==> config.mk <==
export PLATFORM = sky130hd
export DESIGN_NAME = uhp_hub_ctrl
export DESIGN_NICKNAME = d
export VERILOG_FILES = /design/src/uhp_pkg.sv /design/src/uhp_sync.sv /design/src/uhp_hub_ctrl.sv
export SDC_FILE = /design/constraint.sdc
export NUM_CORES = 1
export LEC_CHECK = 0
export BUFFER_PORTS_ARGS = -buffer_cell sky130_fd_sc_hd__buf_2
export CAP_MARGIN = 20
export CORE_AREA = 2 2 96 98
export CTS_CLUSTER_SIZE = 25
export DETAILED_ROUTE_END_ITERATION = 16
export DIE_AREA = 0 0 98 100
export SLEW_MARGIN = 10
export SYNTH_ARGS = -nofsm -noshare
export SYNTH_HDL_FRONTEND = slang
export SYNTH_HIERARCHICAL = 1
export SYNTH_SLANG_ARGS = --single-unit
==> constraint.sdc <==
create_clock -name pclk -period 3.39 [get_ports pclk]
set_input_delay 0.339 -clock pclk [delete_from_list [all_inputs] [get_ports pclk]]
set_output_delay 0.339 -clock pclk [all_outputs]
set_load 0.03 [all_outputs]
==> src/uhp_pkg.sv <==
package uhp_pkg;

	// Register byte addresses on the APB side
	localparam logic [15:0] ADDR_IRQ_STATUS = 16'hFDF0; // Sticky event flags, write one to clear
	localparam logic [15:0] ADDR_IRQ_MASK   = 16'hFDF4; // Interrupt mask, same layout as status
	localparam logic [15:0] ADDR_INTSEL     = 16'hFDF8; // Interrupt line source select
	localparam logic [15:0] ADDR_HUB_OC     = 16'hFDFC; // Hub overcurrent control
	localparam logic [15:0] ADDR_PORT_PWR   = 16'hFDE0; // Port power switch and live overcurrent view

	// Reset values
	localparam logic [7:0] RST_HUB_OC   = 8'h00;
	localparam logic [7:0] RST_INTSEL   = 8'h00;
	localparam logic [5:0] RST_IRQ      = 6'h00;
	localparam logic [3:0] RST_PORT_PWR = 4'h0;

	// Field layout of the interrupt status and mask registers
	localparam int IRQ_BIT_LINE_B = 0; // Line B pulsed
	localparam int IRQ_BIT_LINE_C = 1; // Line C pulsed
	localparam int IRQ_BIT_OC0    = 2; // Overcurrent on port 2, ports 3..5 follow
	localparam int IRQ_WIDTH      = 6;

	// Writable mask of the hub control register, bit 7 and bit 4 read as zero
	localparam logic [7:0] HUB_OC_WMASK = 8'h6F;

	// Endpoint selector codes
	localparam logic [2:0] EP_SEL_NONE = 3'h0;
	localparam logic [2:0] EP_SEL_EP1  = 3'h1;
	localparam logic [2:0] EP_SEL_EP2  = 3'h2;

	// Transfer select encoding
	localparam logic SEL_SETUP    = 1'b0;
	localparam logic SEL_FINISHED = 1'b1;

	// Pin synchroniser depth for the overcurrent inputs
	localparam int SYNC_STAGES = 3;

	// Interrupt source select register
	typedef struct packed {
		logic       tsel_b;             // Line B: finished when set, setup when clear
		logic [2:0] irq_b_endpoint_sel; // Line B source endpoint
		logic       tsel_c;             // Line C: finished when set, setup when clear
		logic [2:0] irq_c_endpoint_sel; // Line C source endpoint
	} uhp_intsel_t;

	// Hub overcurrent control register
	typedef struct packed {
		logic       rsv7;                       // Reads zero
		logic       power_enable_polarity;      // High-active enable when set
		logic       overcurrent_input_polarity; // High-active overcurrent when set
		logic       rsv4;                       // Reads zero
		logic [3:0] power_ctrl_en;              // Ports 5..2, bit 0 is port 2
	} uhp_hub_oc_t;

	// Pin group of the four downstream ports
	typedef struct packed {
		logic [3:0] o;  // Driven level
		logic [3:0] oe; // High while this block drives the pin
	} uhp_pin_drv_t;

endpackage : uhp_pkg

==> src/uhp_sync.sv <==
// Three-stage pin synchroniser; the output moves only when stages two and three agree
module uhp_sync #(
	parameter int STAGES = 3
) (
	input  wire logic pclk,
	input  wire logic presetn,
	input  wire logic pin,
	output logic      level
);
	logic [STAGES-1:0] chain; // Stage 0 is read only by stage 1

	// Shift the raw pin through the chain
	always_ff @(posedge pclk or negedge presetn) begin
		if (!presetn) begin
			chain <= '0;
		end else begin
			chain <= {chain[STAGES-2:0], pin};
		end
	end

	// Accept a new level only once the last two stages agree, which filters a metastable flip
	always_ff @(posedge pclk or negedge presetn) begin
		if (!presetn) begin
			level <= 1'b0;
		end else if (chain[STAGES-1] == chain[STAGES-2]) begin
			level <= chain[STAGES-1];
		end
	end

endmodule : uhp_sync

==> src/uhp_hub_ctrl.sv <==
// How it works
// - line B picks setup or finished event
// - control bit clear: general pins, set: power
// - port 3 clear keeps plain port pins
// - overcurrent polarity bit chooses active level
// - enable polarity bit chooses power-on level
//
// Design decision made here: the APB interface to the registers.
module uhp_hub_ctrl #(
	parameter int NUM_EP = 3 // Endpoint event lines, index equals endpoint number
) (
	input  wire logic                  pclk,
	input  wire logic                  presetn,
	input  wire logic                  psel,
	input  wire logic                  penable,
	input  wire logic                  pwrite,
	input  wire logic [15:0]           paddr,
	input  wire logic [31:0]           pwdata,
	input  wire logic [3:0]            pstrb,
	output logic      [31:0]           prdata,
	output logic                       pready,
	output logic                       pslverr,
	input  wire logic [NUM_EP-1:0]     transfer_setup_event,
	input  wire logic [NUM_EP-1:0]     transfer_finished_event,
	output logic                       usb_irq_line_b,
	output logic                       usb_irq_line_c,
	input  wire uhp_pkg::uhp_pin_drv_t gp_enable_drv,
	input  wire logic [3:0]            port_overcurrent_pin,
	output uhp_pkg::uhp_pin_drv_t      port_power_enable_pin,
	output logic [3:0]                 overcurrent_active,
	output logic                       irq
);
	import uhp_pkg::*;

	uhp_intsel_t          intsel;     // Interrupt line selects
	uhp_hub_oc_t          hub_oc;     // Port power control
	logic [3:0]           power_on;   // Software power switch per port
	logic [IRQ_WIDTH-1:0] irq_status; // Sticky event flags
	logic [IRQ_WIDTH-1:0] irq_mask;   // Interrupt enables
	logic [3:0]           oc_level;   // Synchronised overcurrent pin levels
	logic [3:0]           next_oc_active;
	logic                 next_line_b;
	logic                 next_line_c;
	logic                 wr_en;      // Write takes effect this edge
	logic                 setup;      // Setup phase, read data is latched here
	logic                 mapped;
	logic [IRQ_WIDTH-1:0] events;
	logic [31:0]          next_rdata;

	// Zero wait states: every access completes in its first access cycle
	assign pready  = 1'b1;
	assign setup   = psel && !penable;
	assign wr_en   = psel && penable && pwrite && pstrb[0] && mapped;
	assign pslverr = psel && penable && !mapped;

	// Decode on the word address, low two bits ignored
	always_comb begin
		mapped = 1'b0;
		case ({paddr[15:2], 2'b00})
			ADDR_IRQ_STATUS, ADDR_IRQ_MASK, ADDR_INTSEL, ADDR_HUB_OC, ADDR_PORT_PWR: mapped = 1'b1;
			default: mapped = 1'b0;
		endcase
	end

	// Read mux, unmapped reads return zero
	always_comb begin
		next_rdata = 32'h0000_0000;
		case ({paddr[15:2], 2'b00})
			ADDR_IRQ_STATUS: next_rdata = {26'h0, irq_status};
			ADDR_IRQ_MASK:   next_rdata = {26'h0, irq_mask};
			ADDR_INTSEL:     next_rdata = {24'h0, intsel};
			ADDR_HUB_OC:     next_rdata = {24'h0, hub_oc};
			ADDR_PORT_PWR:   next_rdata = {24'h0, overcurrent_active, power_on};
			default:         next_rdata = 32'h0000_0000;
		endcase
	end

	// Read data is captured in the setup cycle so it comes out of a flip-flop during access
	always_ff @(posedge pclk or negedge presetn) begin
		if (!presetn) begin
			prdata <= 32'h0000_0000;
		end else if (setup && !pwrite) begin
			prdata <= next_rdata;
		end
	end

	// Configuration registers
	always_ff @(posedge pclk or negedge presetn) begin
		if (!presetn) begin
			intsel   <= RST_INTSEL;
			hub_oc   <= RST_HUB_OC;
			irq_mask <= RST_IRQ;
			power_on <= RST_PORT_PWR;
		end else if (wr_en) begin
			case ({paddr[15:2], 2'b00})
				ADDR_INTSEL:   intsel   <= pwdata[7:0];
				ADDR_HUB_OC:   hub_oc   <= pwdata[7:0] & HUB_OC_WMASK; // Reserved bits stay zero
				ADDR_IRQ_MASK: irq_mask <= pwdata[IRQ_WIDTH-1:0];
				ADDR_PORT_PWR: power_on <= pwdata[3:0];
				default: ;
			endcase
		end
	end

	// Pick the event of the selected endpoint; codes without an endpoint raise nothing
	function automatic logic pick(input logic [2:0] sel, input logic fin,
			input logic [NUM_EP-1:0] ts, input logic [NUM_EP-1:0] tf);
		logic [NUM_EP-1:0] src;
		src = (fin == SEL_FINISHED) ? tf : ts;
		case (sel)
			EP_SEL_EP1: pick = src[1];
			EP_SEL_EP2: pick = src[2];
			default:    pick = 1'b0;
		endcase
	endfunction : pick

	assign next_line_b = pick(intsel.irq_b_endpoint_sel, intsel.tsel_b,
		transfer_setup_event, transfer_finished_event);
	assign next_line_c = pick(intsel.irq_c_endpoint_sel, intsel.tsel_c,
		transfer_setup_event, transfer_finished_event);

	// Request lines are one-cycle pulses, registered one edge after the event
	always_ff @(posedge pclk or negedge presetn) begin
		if (!presetn) begin
			usb_irq_line_b <= 1'b0;
			usb_irq_line_c <= 1'b0;
		end else begin
			usb_irq_line_b <= next_line_b;
			usb_irq_line_c <= next_line_c;
		end
	end

	// One synchroniser per overcurrent pin, the pins are asynchronous to pclk
	for (genvar i = 0; i < 4; i++) begin : g_sync
		uhp_sync #(
			.STAGES (SYNC_STAGES)
		) u_sync (
			.pclk    (pclk),
			.presetn (presetn),
			.pin     (port_overcurrent_pin[i]),
			.level   (oc_level[i])
		);
	end

	// Active when the pin sits at the chosen level, only on ports under hub control
	assign next_oc_active = hub_oc.power_ctrl_en & ~(oc_level ^ {4{hub_oc.overcurrent_input_polarity}});

	always_ff @(posedge pclk or negedge presetn) begin
		if (!presetn) begin
			overcurrent_active <= 4'h0;
		end else begin
			overcurrent_active <= next_oc_active;
		end
	end

	// Enable pins: general port drive when disabled, power enable at chosen polarity when enabled
	always_ff @(posedge pclk or negedge presetn) begin
		if (!presetn) begin
			port_power_enable_pin <= '0;
		end else begin
			for (int i = 0; i < 4; i++) begin
				if (hub_oc.power_ctrl_en[i]) begin
					port_power_enable_pin.o[i]  <= ~(power_on[i] ^ hub_oc.power_enable_polarity);
					port_power_enable_pin.oe[i] <= 1'b1;
				end else begin
					port_power_enable_pin.o[i]  <= gp_enable_drv.o[i];
					port_power_enable_pin.oe[i] <= gp_enable_drv.oe[i];
				end
			end
		end
	end

	// Sticky events: line pulses and rising overcurrent
	assign events = {next_oc_active & ~overcurrent_active, next_line_c, next_line_b};

	// Set wins over a write-one clear landing on the same edge
	always_ff @(posedge pclk or negedge presetn) begin
		if (!presetn) begin
			irq_status <= RST_IRQ;
		end else if (wr_en && ({paddr[15:2], 2'b00} == ADDR_IRQ_STATUS)) begin
			irq_status <= (irq_status & ~pwdata[IRQ_WIDTH-1:0]) | events;
		end else begin
			irq_status <= irq_status | events;
		end
	end

	// Level interrupt while any unmasked flag is set
	assign irq = |(irq_status & irq_mask);
endmodule : uhp_hub_ctrl

==> qor.csv, run 1 <==
stage,metric,value,unit
setup_path,critPathLaunchType,primary input,
sta,timing.hold.ws,0.0958,ns
clocking,path_clk_slew,0.07,ns
finish,n_fill_cell,863,
floorplan,dieArea,9800,um2
floorplan,initial_utilization,35.5,%
global_route,grt-ovfl-total,0,
floorplan,fp.dieW,98,um
setup_path,arrival,1.68,ns
clocking,cts-root-buf,clkbuf_8,
setup_path,crit_fanout,17,
floorplan,fp-row-count,35,
place,hpwl,5200,um
clocking,post-cts-setup-buffers,0,
sta,drv_slew,0,
clocking,cts_buffers,9,
yosys,synth_top_area_cell,dfrtp_1,
drt,ant_nets,0,
clocking,htree_levels,3,
place,place_inst,424,
sta,hold_violations,0,
setup_path,crit_type,in -> out,
drt,dr.pass1.iters,4,
flow_run,maxCapViolCount,0,
clocking,worstSkewPairLatency,0.34,ns
yosys,avgSynthCellArea,12.5,um2
setup_path,path_cells,buf_2 > nor2_1 > o21ai_0 > nor4_1 > nor2_1 > buf_2,
finish,nets,401,
drt,drt_wl_total,6970,um
drt,routedWlPerCell,15.8,um
drt,drtIter0Drc,107,
sta,setup_viol,0,
global_route,grt_start_max_net_pins,48,
yosys,synth_common_cells,"68 x dfrtp_1, 32 x mux2_2, 25 x buf_4, 10 x a22oi_1, 10 x nand2_1",
yosys,synth_cell_types,42,
global_route,grt_pass1_vias,2141,
yosys,synth_area_leaders,"dfrtp_1 54%, mux2_2 11%, buf_4 6.0%, a22o_1 2.5%, a22oi_1 2.4%",
place,io_buffers,67,
setup_path,cpPeakStageDelay,0.45,ns
yosys,synth_edf_count,0,
finish,final_cell_count_no_fill,442,
global_route,grt_pass1_wl,10900,um
finish,area_delta_synth_final,18.7,%
yosys,netlist_area,3150,um2
yosys,async_reset_ff_share,100,%
setup_path,critPathSlowestCell,nor2_1,
sta,skew,0.00881,ns
yosys,synth_warnings,6,
floorplan,ioPinCount,124,
sta,rsz0062_at_grt,no,
power_and_ir_drop,ir_drop,0.000229,V
floorplan,die_h,100,um
global_route,antenna_found_initial,0,
yosys,ys_seq_area_share,54.0,%
sta,period_minus_slack,2.01,ns
setup_path,worstPathRequired,3.05,ns
drt,num_vias,2174,
sta,relSlewSlack,52.2,%
yosys,postSynthCellCount,253,
sta,finalCritPeriodShare,59.4,%
sta,worst_pin_slew,0.711,ns
yosys,synth-main-ff-cell,dfrtp_1,
yosys,yosysTopAreaCellShare,54.0,%
finish,layout-drive-gt1-share,40.8,%
yosys,ys_seq_elements,68,
clocking,cts_sinks,68,
clocking,cts_tree,built,
run_status,status,"finished, final reports clean",
sta,final.setup.tns,0,ns
power_and_ir_drop,total_power,1.65,mW
finish,antenna_cells,0,
place,routabilityCongestion,0.898,
clocking,clk_path_buf_depth,2,
floorplan,coreArea,8890,um2
min_path,hp-class,in -> reg,
setup_path,end_kind,output pin,
drt,via_per_inst,4.92,
drt,drc,0,
global_route,grt_usage,14.7,%
sta,fmax,496,MHz
power_and_ir_drop,power_leakage,1.82,nW
yosys,yosysMostFrequentCell,dfrtp_1,
power_and_ir_drop,power_density,442,nW/um2
[repair_timing]
action                    4_1_cts  5_1_grt
gates resized for setup         0        0
hold buffers                    0        1
hold endpoints to repair        0       17
[state kept, by name (all words and copies together) (netlist names)]
name and flops:
g_sync.u_sync/chain 12, intsel 8, port_power_enable_pin 8, prdata 8
hub_oc 6, irq_mask 6, irq_status 6, g_sync.u_sync/level 4
overcurrent_active 4, power_on 4, usb_irq_line_b 1, usb_irq_line_c 1
[critical path, delay by kind of cell]
family / cells / cell delay (ns)
buffers and inverters: 2 / 0.38
AO/OA/AOI/OAI: 1 / 0.19
AND/OR/NAND/NOR: 3 / 0.76
[routing by layer]
metal / GRT usage, % / vias up / part of all wire, %
met5: 0 / - / 0
met3: 4.39 / 9 / 7.1
li1: - / 1008 / -
met1: 20.2 / 1069 / 46
met4: 5.45 / 0 / 1.1
met2: 22.2 / 88 / 45
[cells in the final DEF, fill, tap and decap left out, drive strengths merged, types with 5 or more instances in the layout]
cell and instances:
conb 25, clkbuf 10, o21ai 5, nor4 5
or2 5, dfrtp 68, nand4 9, buf 70
and2 5, a22o 9, mux2 35, xnor2 8
a22oi 10, nand3b 5, nand2 11
[power by group]
group | total [mW] | internal (mW) | switching [mW]
combinational | 0.148 | 0.0450 | 0.103
sequential | 0.836 | 0.828 | 0.00830
clock | 0.670 | 0.358 | 0.312
total | 1.65 | 1.23 | 0.423
[final timing paths]
check	slack, ns	start	cells past startpoint	to
max	1.38	paddr[3]	6	pslverr
min	0.1	port_overcurrent_pin[0]	1	g_sync[0].u_sync/chain[0]
max reg2reg	2.03	hub_oc[5]	4	prdata[5]
min reg2reg	0.35	g_sync[2].u_sync/chain[0]	0	g_sync[2].u_sync/chain[1]
max in group asynchronous	2.27	presetn	4	irq_status[2]
min in group asynchronous	0.47	presetn	2	g_sync[0].u_sync/chain[0]
[cell families after synthesis]
| group | share of synthesized area [%] |
|---|---|
| other cells | 0.238 |
| mux | 13.5 |
| flops | 54.0 |
| fa+ha+maj | 1.43 |
| xor+xnor | 2.22 |
| simple gates | 12.8 |
| buf+inv | 7.42 |
| compound gates | 8.49 |
[final cells by class]
class	instances	area (um2)	share of cell area (%)
sequential	68	1700	45.5
clock buffer	10	138	3.68
multi-input combinational	172	1300	34.8
timing repair buffer	71	380	10.2
tap	111	139	3.71
inverter	4	15.0	0.401
clock inverter	6	63.8	1.71
[per-stage QoR]
step,util [%],instance area (um2),setup slack [ns]
6_report,42.1,3740,1.38
5_1_grt,42.1,3740,1.18
4_1_cts,41.7,3710,1.42
3_5_place_dp,39.5,3510,1.43
3_3_place_gp,39.5,3510,1.43
2_1_floorplan,-,3240,1.72
No activity file was read; power rests on OpenSTA's default activity.
==> run 2: changes to the inputs <==
--- a/config.mk
+++ b/config.mk
@@ -5,12 +5,13 @@
 export SDC_FILE = /design/constraint.sdc
 export NUM_CORES = 1
 export LEC_CHECK = 0
+export ABC_AREA = 1
 export BUFFER_PORTS_ARGS = -buffer_cell sky130_fd_sc_hd__buf_2
 export CAP_MARGIN = 20
-export CORE_AREA = 2 2 96 98
+export CORE_AREA = 2 2 99 101
 export CTS_CLUSTER_SIZE = 25
 export DETAILED_ROUTE_END_ITERATION = 16
-export DIE_AREA = 0 0 98 100
+export DIE_AREA = 0 0 101 103
 export SLEW_MARGIN = 10
 export SYNTH_ARGS = -nofsm -noshare
 export SYNTH_HDL_FRONTEND = slang
==> constraint.sdc (replaced) <==
create_clock -name pclk -period 1.95 [get_ports pclk]
set_input_delay 0.195 -clock pclk [delete_from_list [all_inputs] [get_ports pclk]]
set_output_delay 0.195 -clock pclk [all_outputs]
set_load 0.03 [all_outputs]
==> run 2 against run 1 <==
Effect of this change:
- first-iteration DRC count is 61% higher
- worst setup slack worse by 1.2 ns
- hold slack worse by 0.052 ns
==> qor.csv, run 2 <==
stage,metric,value,unit,change
sta,final.setup.tns,0,ns,unchanged
yosys,synth_top_area_cell,dfrtp_1,,unchanged
yosys,yosysTopAreaCellShare,50.7,%,was 54.0%
global_route,grt-ovfl-total,0,,unchanged
setup_path,cpPeakStageDelay,0.41,ns,was 0.45 ns
floorplan,coreArea,9460,um2,was 8890 um2
sta,setup_viol,0,,unchanged
sta,relSlewSlack,59.6,%,was 52.2%
place,routabilityCongestion,0.928,,was 0.898
run_status,status,"finished, final reports clean",,unchanged
power_and_ir_drop,ir_drop,0.000463,V,was 0.000229 V
floorplan,dieArea,10400,um2,was 9800 um2
yosys,synth_common_cells,"100 x nand2_1, 68 x dfrtp_1, 42 x inv_1, 33 x nor2_1, 27 x buf_4",,"was 68 x dfrtp_1, 32 x mux2_2, 25 x buf_4, 10 x a22oi_1, 10 x nand2_1"
yosys,async_reset_ff_share,100,%,unchanged
yosys,ys_seq_elements,68,,unchanged
setup_path,critPathLaunchType,flop,,was primary input
sta,drv_slew,0,,unchanged
drt,drtIter0Drc,172,,was 107
finish,nets,543,,was 401
sta,timing.hold.ws,0.0441,ns,was 0.0958 ns
global_route,grt_pass1_vias,2559,,was 2141
drt,drc,0,,unchanged
finish,layout-drive-gt1-share,26.6,%,was 40.8%
global_route,grt_start_max_net_pins,32,,was 48
drt,dr.pass1.iters,4,,unchanged
place,io_buffers,67,,unchanged
setup_path,path_cells,a22o_1 > a221oi_1 > nand3_1 > buf_2,,was buf_2 > nor2_1 > o21ai_0 > nor4_1 > nor2_1 > buf_2
finish,postLayoutCoreUtil,42.0,%,was 42.1%
global_route,grt_pass1_wl,12200,um,was 10900 um
place,place_inst,566,,was 424
setup_path,ff2ff_path_depth,3,,was 4
power_and_ir_drop,power_density,720,nW/um2,was 442 nW/um2
place,dpl-instance-area,3740,um2,was 3510 um2
drt,via_per_inst,4.53,,was 4.92
place,hpwl,5750,um,was 5200 um
min_path,hp-class,in -> reg,,unchanged
setup_path,critical-path-top-delay-family,compound AO/OA/AOI/OAI gates,,was simple AND/OR/NAND/NOR gates
setup_path,worstPathRequired,1.75,ns,was 3.05 ns
clocking,cts-root-buf,clkbuf_8,,unchanged
floorplan,initial_utilization,35.5,%,about the same
setup_path,cp_num_buf_inv,1,,was 2
floorplan,die_h,103,um,was 100 um
clocking,path_clk_slew,0.07,ns,about the same
setup_path,end_kind,output pin,,unchanged
place,place_ws,0.431,ns,was 1.43 ns
clocking,cts_tree,built,,unchanged
sta,finalCritPeriodShare,90.3,%,
drt,ant_nets,0,,unchanged
sta,period_minus_slack,1.76,ns,
clocking,cts_buffers,9,,unchanged
setup_path,crit_type,reg -> out,,was in -> out
sta,final.setup.worst_slack,0.190,ns,was 1.38 ns
finish,largest_reg_flops,12,,unchanged
finish,antenna_cells,0,,unchanged
finish,n_fill_cell,963,,was 863
clocking,cts_sinks,68,,unchanged
finish,final_cell_area,3970,um2,was 3740 um2
finish,final_cell_count_no_fill,587,,was 442
power_and_ir_drop,power_leakage,2.20,nW,was 1.82 nW
floorplan,fp.dieW,101,um,was 98 um
global_route,antenna_found_initial,0,,unchanged
clocking,cts_resized,0,,unchanged
min_path,whs_path_depth,2,,was 1
yosys,yosysMostFrequentCell,nand2_1,,was dfrtp_1
sta,worst_pin_slew,0.606,ns,was 0.711 ns
finish,top_register,g_sync.u_sync/chain,,unchanged
floorplan,ioPinCount,124,,unchanged
finish,final_cell_mix,"100 x nand2_1, 68 x dfrtp_1, 67 x buf_2, 42 x inv_1, 33 x nor2_1",,"was 68 x dfrtp_1, 67 x buf_2, 32 x mux2_2, 25 x conb_1"
setup_path,worst-path-stages,4,,was 6
yosys,synth_warnings,6,,unchanged
flow_run,maxCapViolCount,0,,unchanged
yosys,synth_edf_count,0,,unchanged
yosys,synth-main-ff-cell,dfrtp_1,,unchanged
clocking,worstSkewPairLatency,0.34,ns,about the same
sta,skew,0.00727,ns,was 0.00881 ns
yosys,avgSynthCellArea,8.65,um2,was 12.5 um2
setup_path,critPathSlowestCell,dfrtp_1,,was nor2_1
sta,rsz0062_at_grt,no,,unchanged
yosys,postSynthCellCount,388,,was 253
setup_path,crit_fanout,3,,was 17
floorplan,fp-row-count,36,,was 35
yosys,ys_seq_area_share,50.7,%,was 54.0%
power_and_ir_drop,total_power,2.86,mW,was 1.65 mW
yosys,synth_cell_types,31,,was 42
clocking,clk_path_buf_depth,2,,unchanged
finish,area_delta_synth_final,18.3,%,was 18.7%
setup_path,arrival,1.57,ns,was 1.68 ns
sta,hold_violations,0,,unchanged
yosys,synth_area_leaders,"dfrtp_1 51%, nand2_1 11%, buf_4 6.0%, inv_1 4.7%, nor2_1 3.7%",,"was dfrtp_1 54%, mux2_2 11%, buf_4 6.0%, a22o_1 2.5%, a22oi_1 2.4%"
sta,fmax,568,MHz,
finish,final_common_cell,nand2_1,,was dfrtp_1
clocking,htree_levels,3,,unchanged
drt,drt_wl_total,7450,um,was 6970 um
global_route,grt_usage,15.3,%,was 14.7%
yosys,netlist_area,3360,um2,was 3150 um2
drt,routedWlPerCell,12.7,um,was 15.8 um
drt,num_vias,2661,,was 2174
run 2: changes by cell type in the layout (fill, tap and decap cells not counted), moves of 8 or more:
cell	previous run	this run
nand3_1	3	20
xnor2_1	8	0
nor2_1	4	33
o21ai_1	0	12
mux2_2	32	0
a22o_1	9	1
nand2_1	10	100
a22oi_1	10	0
inv_1	4	42
run 2: layer usage:
layer	track usage (%)	part of all wire [%]	vias up	routed length [um]
li1	-	-	1332	-
met1	20.1	45	1238	3350
met2	25.4	49	84	3640
met3	2.51	5.5	7	409
met4	6.13	0.66	0	49
met5	0	0	-	0
run 2: cell type report:
type / count / area, um2 / area share [%]
Inverter: 45 / 170 / 4.28
Sequential cell: 68 / 1700 / 42.8
Clock buffer: 12 / 155 / 3.91
Timing Repair Buffer: 77 / 435 / 11.0
Clock inverter: 4 / 23.8 / 0.598
Tap cell: 114 / 143 / 3.59
Multi-Input combinational cell: 267 / 1340 / 33.8
run 2: path summary, 6_finish.rpt:
| path | startpoint | to | slack [ns] |
|---|---|---|---|
| max in group asynchronous | presetn | prdata[0] | 0.90 |
| min reg2reg | g_sync[0].u_sync/chain[0] | g_sync[0].u_sync/chain[1] | 0.35 |
| min | gp_enable_drv[1] | port_power_enable_pin[1] | 0.04 |
| max reg2reg | hub_oc[5] | irq_status[3] | 0.94 |
| min in group asynchronous | presetn | g_sync[3].u_sync/chain[0] | 0.41 |
| max | irq_status[1] | irq | 0.19 |
run 2: kinds of logic (layout without fill, tap and decap cells):
group | Yosys count | after routing | share of synthesized area (%)
xor+xnor | 4 | 4 | 1.04
other cells | 2 | 25 | 0.224
compound gates | 45 | 45 | 8.09
mux | 1 | 1 | 0.335
simple gates | 192 | 192 | 27.8
flops | 68 | 68 | 50.7
buf+inv | 76 | 138 | 11.9
run 2: report_power, final:
| part | switching [mW] | internal, mW |
|---|---|---|
| Combinational | 0.236 | 0.103 |
| Sequential | 0.0220 | 1.46 |
| Clock | 0.517 | 0.527 |
run 2: repair_timing:
item / 4_1_cts / 5_1_grt
buffers inserted: 0 / 0
endpoints found under the hold margin: 26 / 0
hold buffers: 5 / 0
==> run 3: changes to the inputs <==
==> constraint.sdc (replaced) <==
create_clock -name pclk -period 2.23 [get_ports pclk]
set_input_delay 0.223 -clock pclk [delete_from_list [all_inputs] [get_ports pclk]]
set_output_delay 0.223 -clock pclk [all_outputs]
set_load 0.03 [all_outputs]
==> run 3 against run 2 <==
Effect of this change:
- clock-buffer cell count stayed put
- sequential share of layout area is 0.16 points higher
- routed wire length is 2.3% higher
- die area stayed put
==> qor.csv, run 3 (synthesis gave the netlist of run 2 again) <==
stage,metric,value,unit,change
global_route,grt_pass1_vias,2468,,was 2559
drt,num_vias,2639,,was 2661
floorplan,coreArea,9460,um2,unchanged
sta,worst_pin_slew,0.563,ns,was 0.606 ns
clocking,htree_levels,3,,unchanged
power_and_ir_drop,total_power,2.50,mW,was 2.86 mW
setup_path,critPathLaunchType,flop,,unchanged
sta,drv_slew,0,,unchanged
drt,routedWlPerCell,13.0,um,was 12.7 um
sta,rsz0062_at_grt,no,,unchanged
power_and_ir_drop,ir_drop,0.000396,V,was 0.000463 V
finish,multi_input_area,1340,um2,unchanged
sta,hold_violations,0,,unchanged
setup_path,path_cells,a22o_1 > a221oi_1 > nand3_1 > buf_2,,unchanged
sta,setup_viol,0,,unchanged
global_route,gr-usage-met3,3.19,%,was 2.51%
setup_path,arrival,1.56,ns,was 1.57 ns
setup_path,cpPeakStageDelay,0.41,ns,about the same
drt,drc,0,,unchanged
floorplan,fp-row-count,36,,unchanged
drt,drt_wl_total,7620,um,was 7450 um
clocking,worstSkewPairLatency,0.34,ns,about the same
floorplan,initial_utilization,35.5,%,unchanged
global_route,gr-max-usage-layer,met2,,unchanged
finish,postLayoutCoreUtil,41.8,%,was 42.0%
global_route,antenna_found_initial,0,,unchanged
sta,fmax,560,MHz,
sta,final.setup.tns,0,ns,unchanged
sta,timing.hold.ws,0.0617,ns,was 0.0441 ns
clocking,post-cts-setup-buffers,0,,unchanged
setup_path,cp_num_buf_inv,1,,unchanged
floorplan,die_h,103,um,unchanged
clocking,path_clk_slew,0.07,ns,about the same
power_and_ir_drop,power_leakage,2.19,nW,was 2.20 nW
floorplan,ioPinCount,124,,unchanged
global_route,grt-ovfl-total,0,,unchanged
flow_run,maxCapViolCount,0,,unchanged
drt,via_per_inst,4.51,,was 4.53
global_route,grt_start_max_net_pins,69,,was 32
floorplan,dieArea,10400,um2,unchanged
setup_path,crit_fanout,3,,unchanged
setup_path,rrSetupSlack,1.22,ns,was 0.94 ns
clocking,cts_tree,built,,unchanged
floorplan,fp.dieW,101,um,unchanged
run_status,status,"finished, final reports clean",,unchanged
setup_path,crit_type,reg -> out,,unchanged
global_route,grt_pass1_wl,11900,um,was 12200 um
finish,nets,541,,was 543
global_route,grt_usage,15.1,%,was 15.3%
drt,ant_nets,0,,unchanged
finish,n_fill_cell,964,,was 963
setup_path,critPathSlowestCell,dfrtp_1,,unchanged
finish,final_common_cell,nand2_1,,unchanged
global_route,met2_usage,25.0,%,was 25.4%
clocking,clk_path_buf_depth,2,,unchanged
place,io_buffers,67,,unchanged
finish,final_cell_mix,"100 x nand2_1, 68 x dfrtp_1, 67 x buf_2, 42 x inv_1, 33 x nor2_1",,unchanged
finish,area_delta_synth_final,17.9,%,was 18.3%
finish,regArea,1700,um2,unchanged
clocking,cts-root-buf,clkbuf_8,,unchanged
power_and_ir_drop,power_density,631,nW/um2,was 720 nW/um2
setup_path,worstPathRequired,2.01,ns,was 1.75 ns
place,hpwl,5740,um,was 5750 um
sta,period_minus_slack,1.78,ns,
clocking,cts_buffers,9,,unchanged
sta,relSlewSlack,62.4,%,was 59.6%
place,routabilityCongestion,0.876,,was 0.928
min_path,hp-class,in -> reg,,unchanged
sta,finalCritPeriodShare,80.0,%,
drt,dr.pass1.iters,4,,unchanged
finish,largest_reg_flops,12,,unchanged
setup_path,critical-path-top-delay-family,compound AO/OA/AOI/OAI gates,,unchanged
finish,layout-drive-gt1-share,26.3,%,was 26.6%
global_route,use_met1,19.4,%,was 20.1%
finish,antenna_cells,0,,unchanged
setup_path,end_kind,output pin,,unchanged
drt,drtIter0Drc,112,,was 172
finish,top_register,g_sync.u_sync/chain,,unchanged
clocking,cts_sinks,68,,unchanged
sta,skew,0.00807,ns,was 0.00727 ns
[run 3: routing by layer]
metal / vias up / wire length (um)
li1: 1328 / -
met1: 1215 / 3430
met2: 82 / 3650
met3: 14 / 401
met4: 0 / 137
met5: - / 0
[run 3: what timing repair did]
| action | CTS | global route |
|---|---|---|
| resized for setup | 0 | 0 |
| hold buffers | 5 | 0 |
| endpoints found under the hold margin | 72 | 0 |
[run 3: layout make-up]
cell class	count	share of cell area, %
clock buffers	12	3.92
clock inverters	4	0.601
inverters	45	4.30
multi-input cells	267	34.0
flip-flops and latches	68	43.0
well taps	114	3.60
repair buffers	75	10.6
[run 3: through the flow]
stage	worst slack, ns	cells	cell area (um2)
after global placement	0.592	564	3730
after CTS	0.438	585	3960
after detailed placement	0.504	564	3730
after floorplan	0.771	411	3440
after global routing	0.404	585	3960
final	0.446	585	3960
[run 3: path summary, 6_finish.rpt]
check / start / to / cells past startpoint
hold reg to reg: g_sync[0].u_sync/chain[0] / g_sync[0].u_sync/chain[1] / 0
min in group asynchronous: presetn / g_sync[3].u_sync/chain[0] / 3
max in group asynchronous: presetn / irq_mask[4] / 3
setup / recovery: irq_status[1] / irq / 4
hold / removal: gp_enable_drv[0] / port_power_enable_pin[0] / 2
setup reg to reg: hub_oc[5] / irq_status[3] / 3
[run 3: power breakdown]
| group | internal, mW | switching (mW) | leakage (nW) |
|---|---|---|---|
| sequential | 1.27 | 0.0189 | 0.833 |
| clock | 0.461 | 0.451 | 0.0961 |
| combinational | 0.0888 | 0.207 | 1.26 |
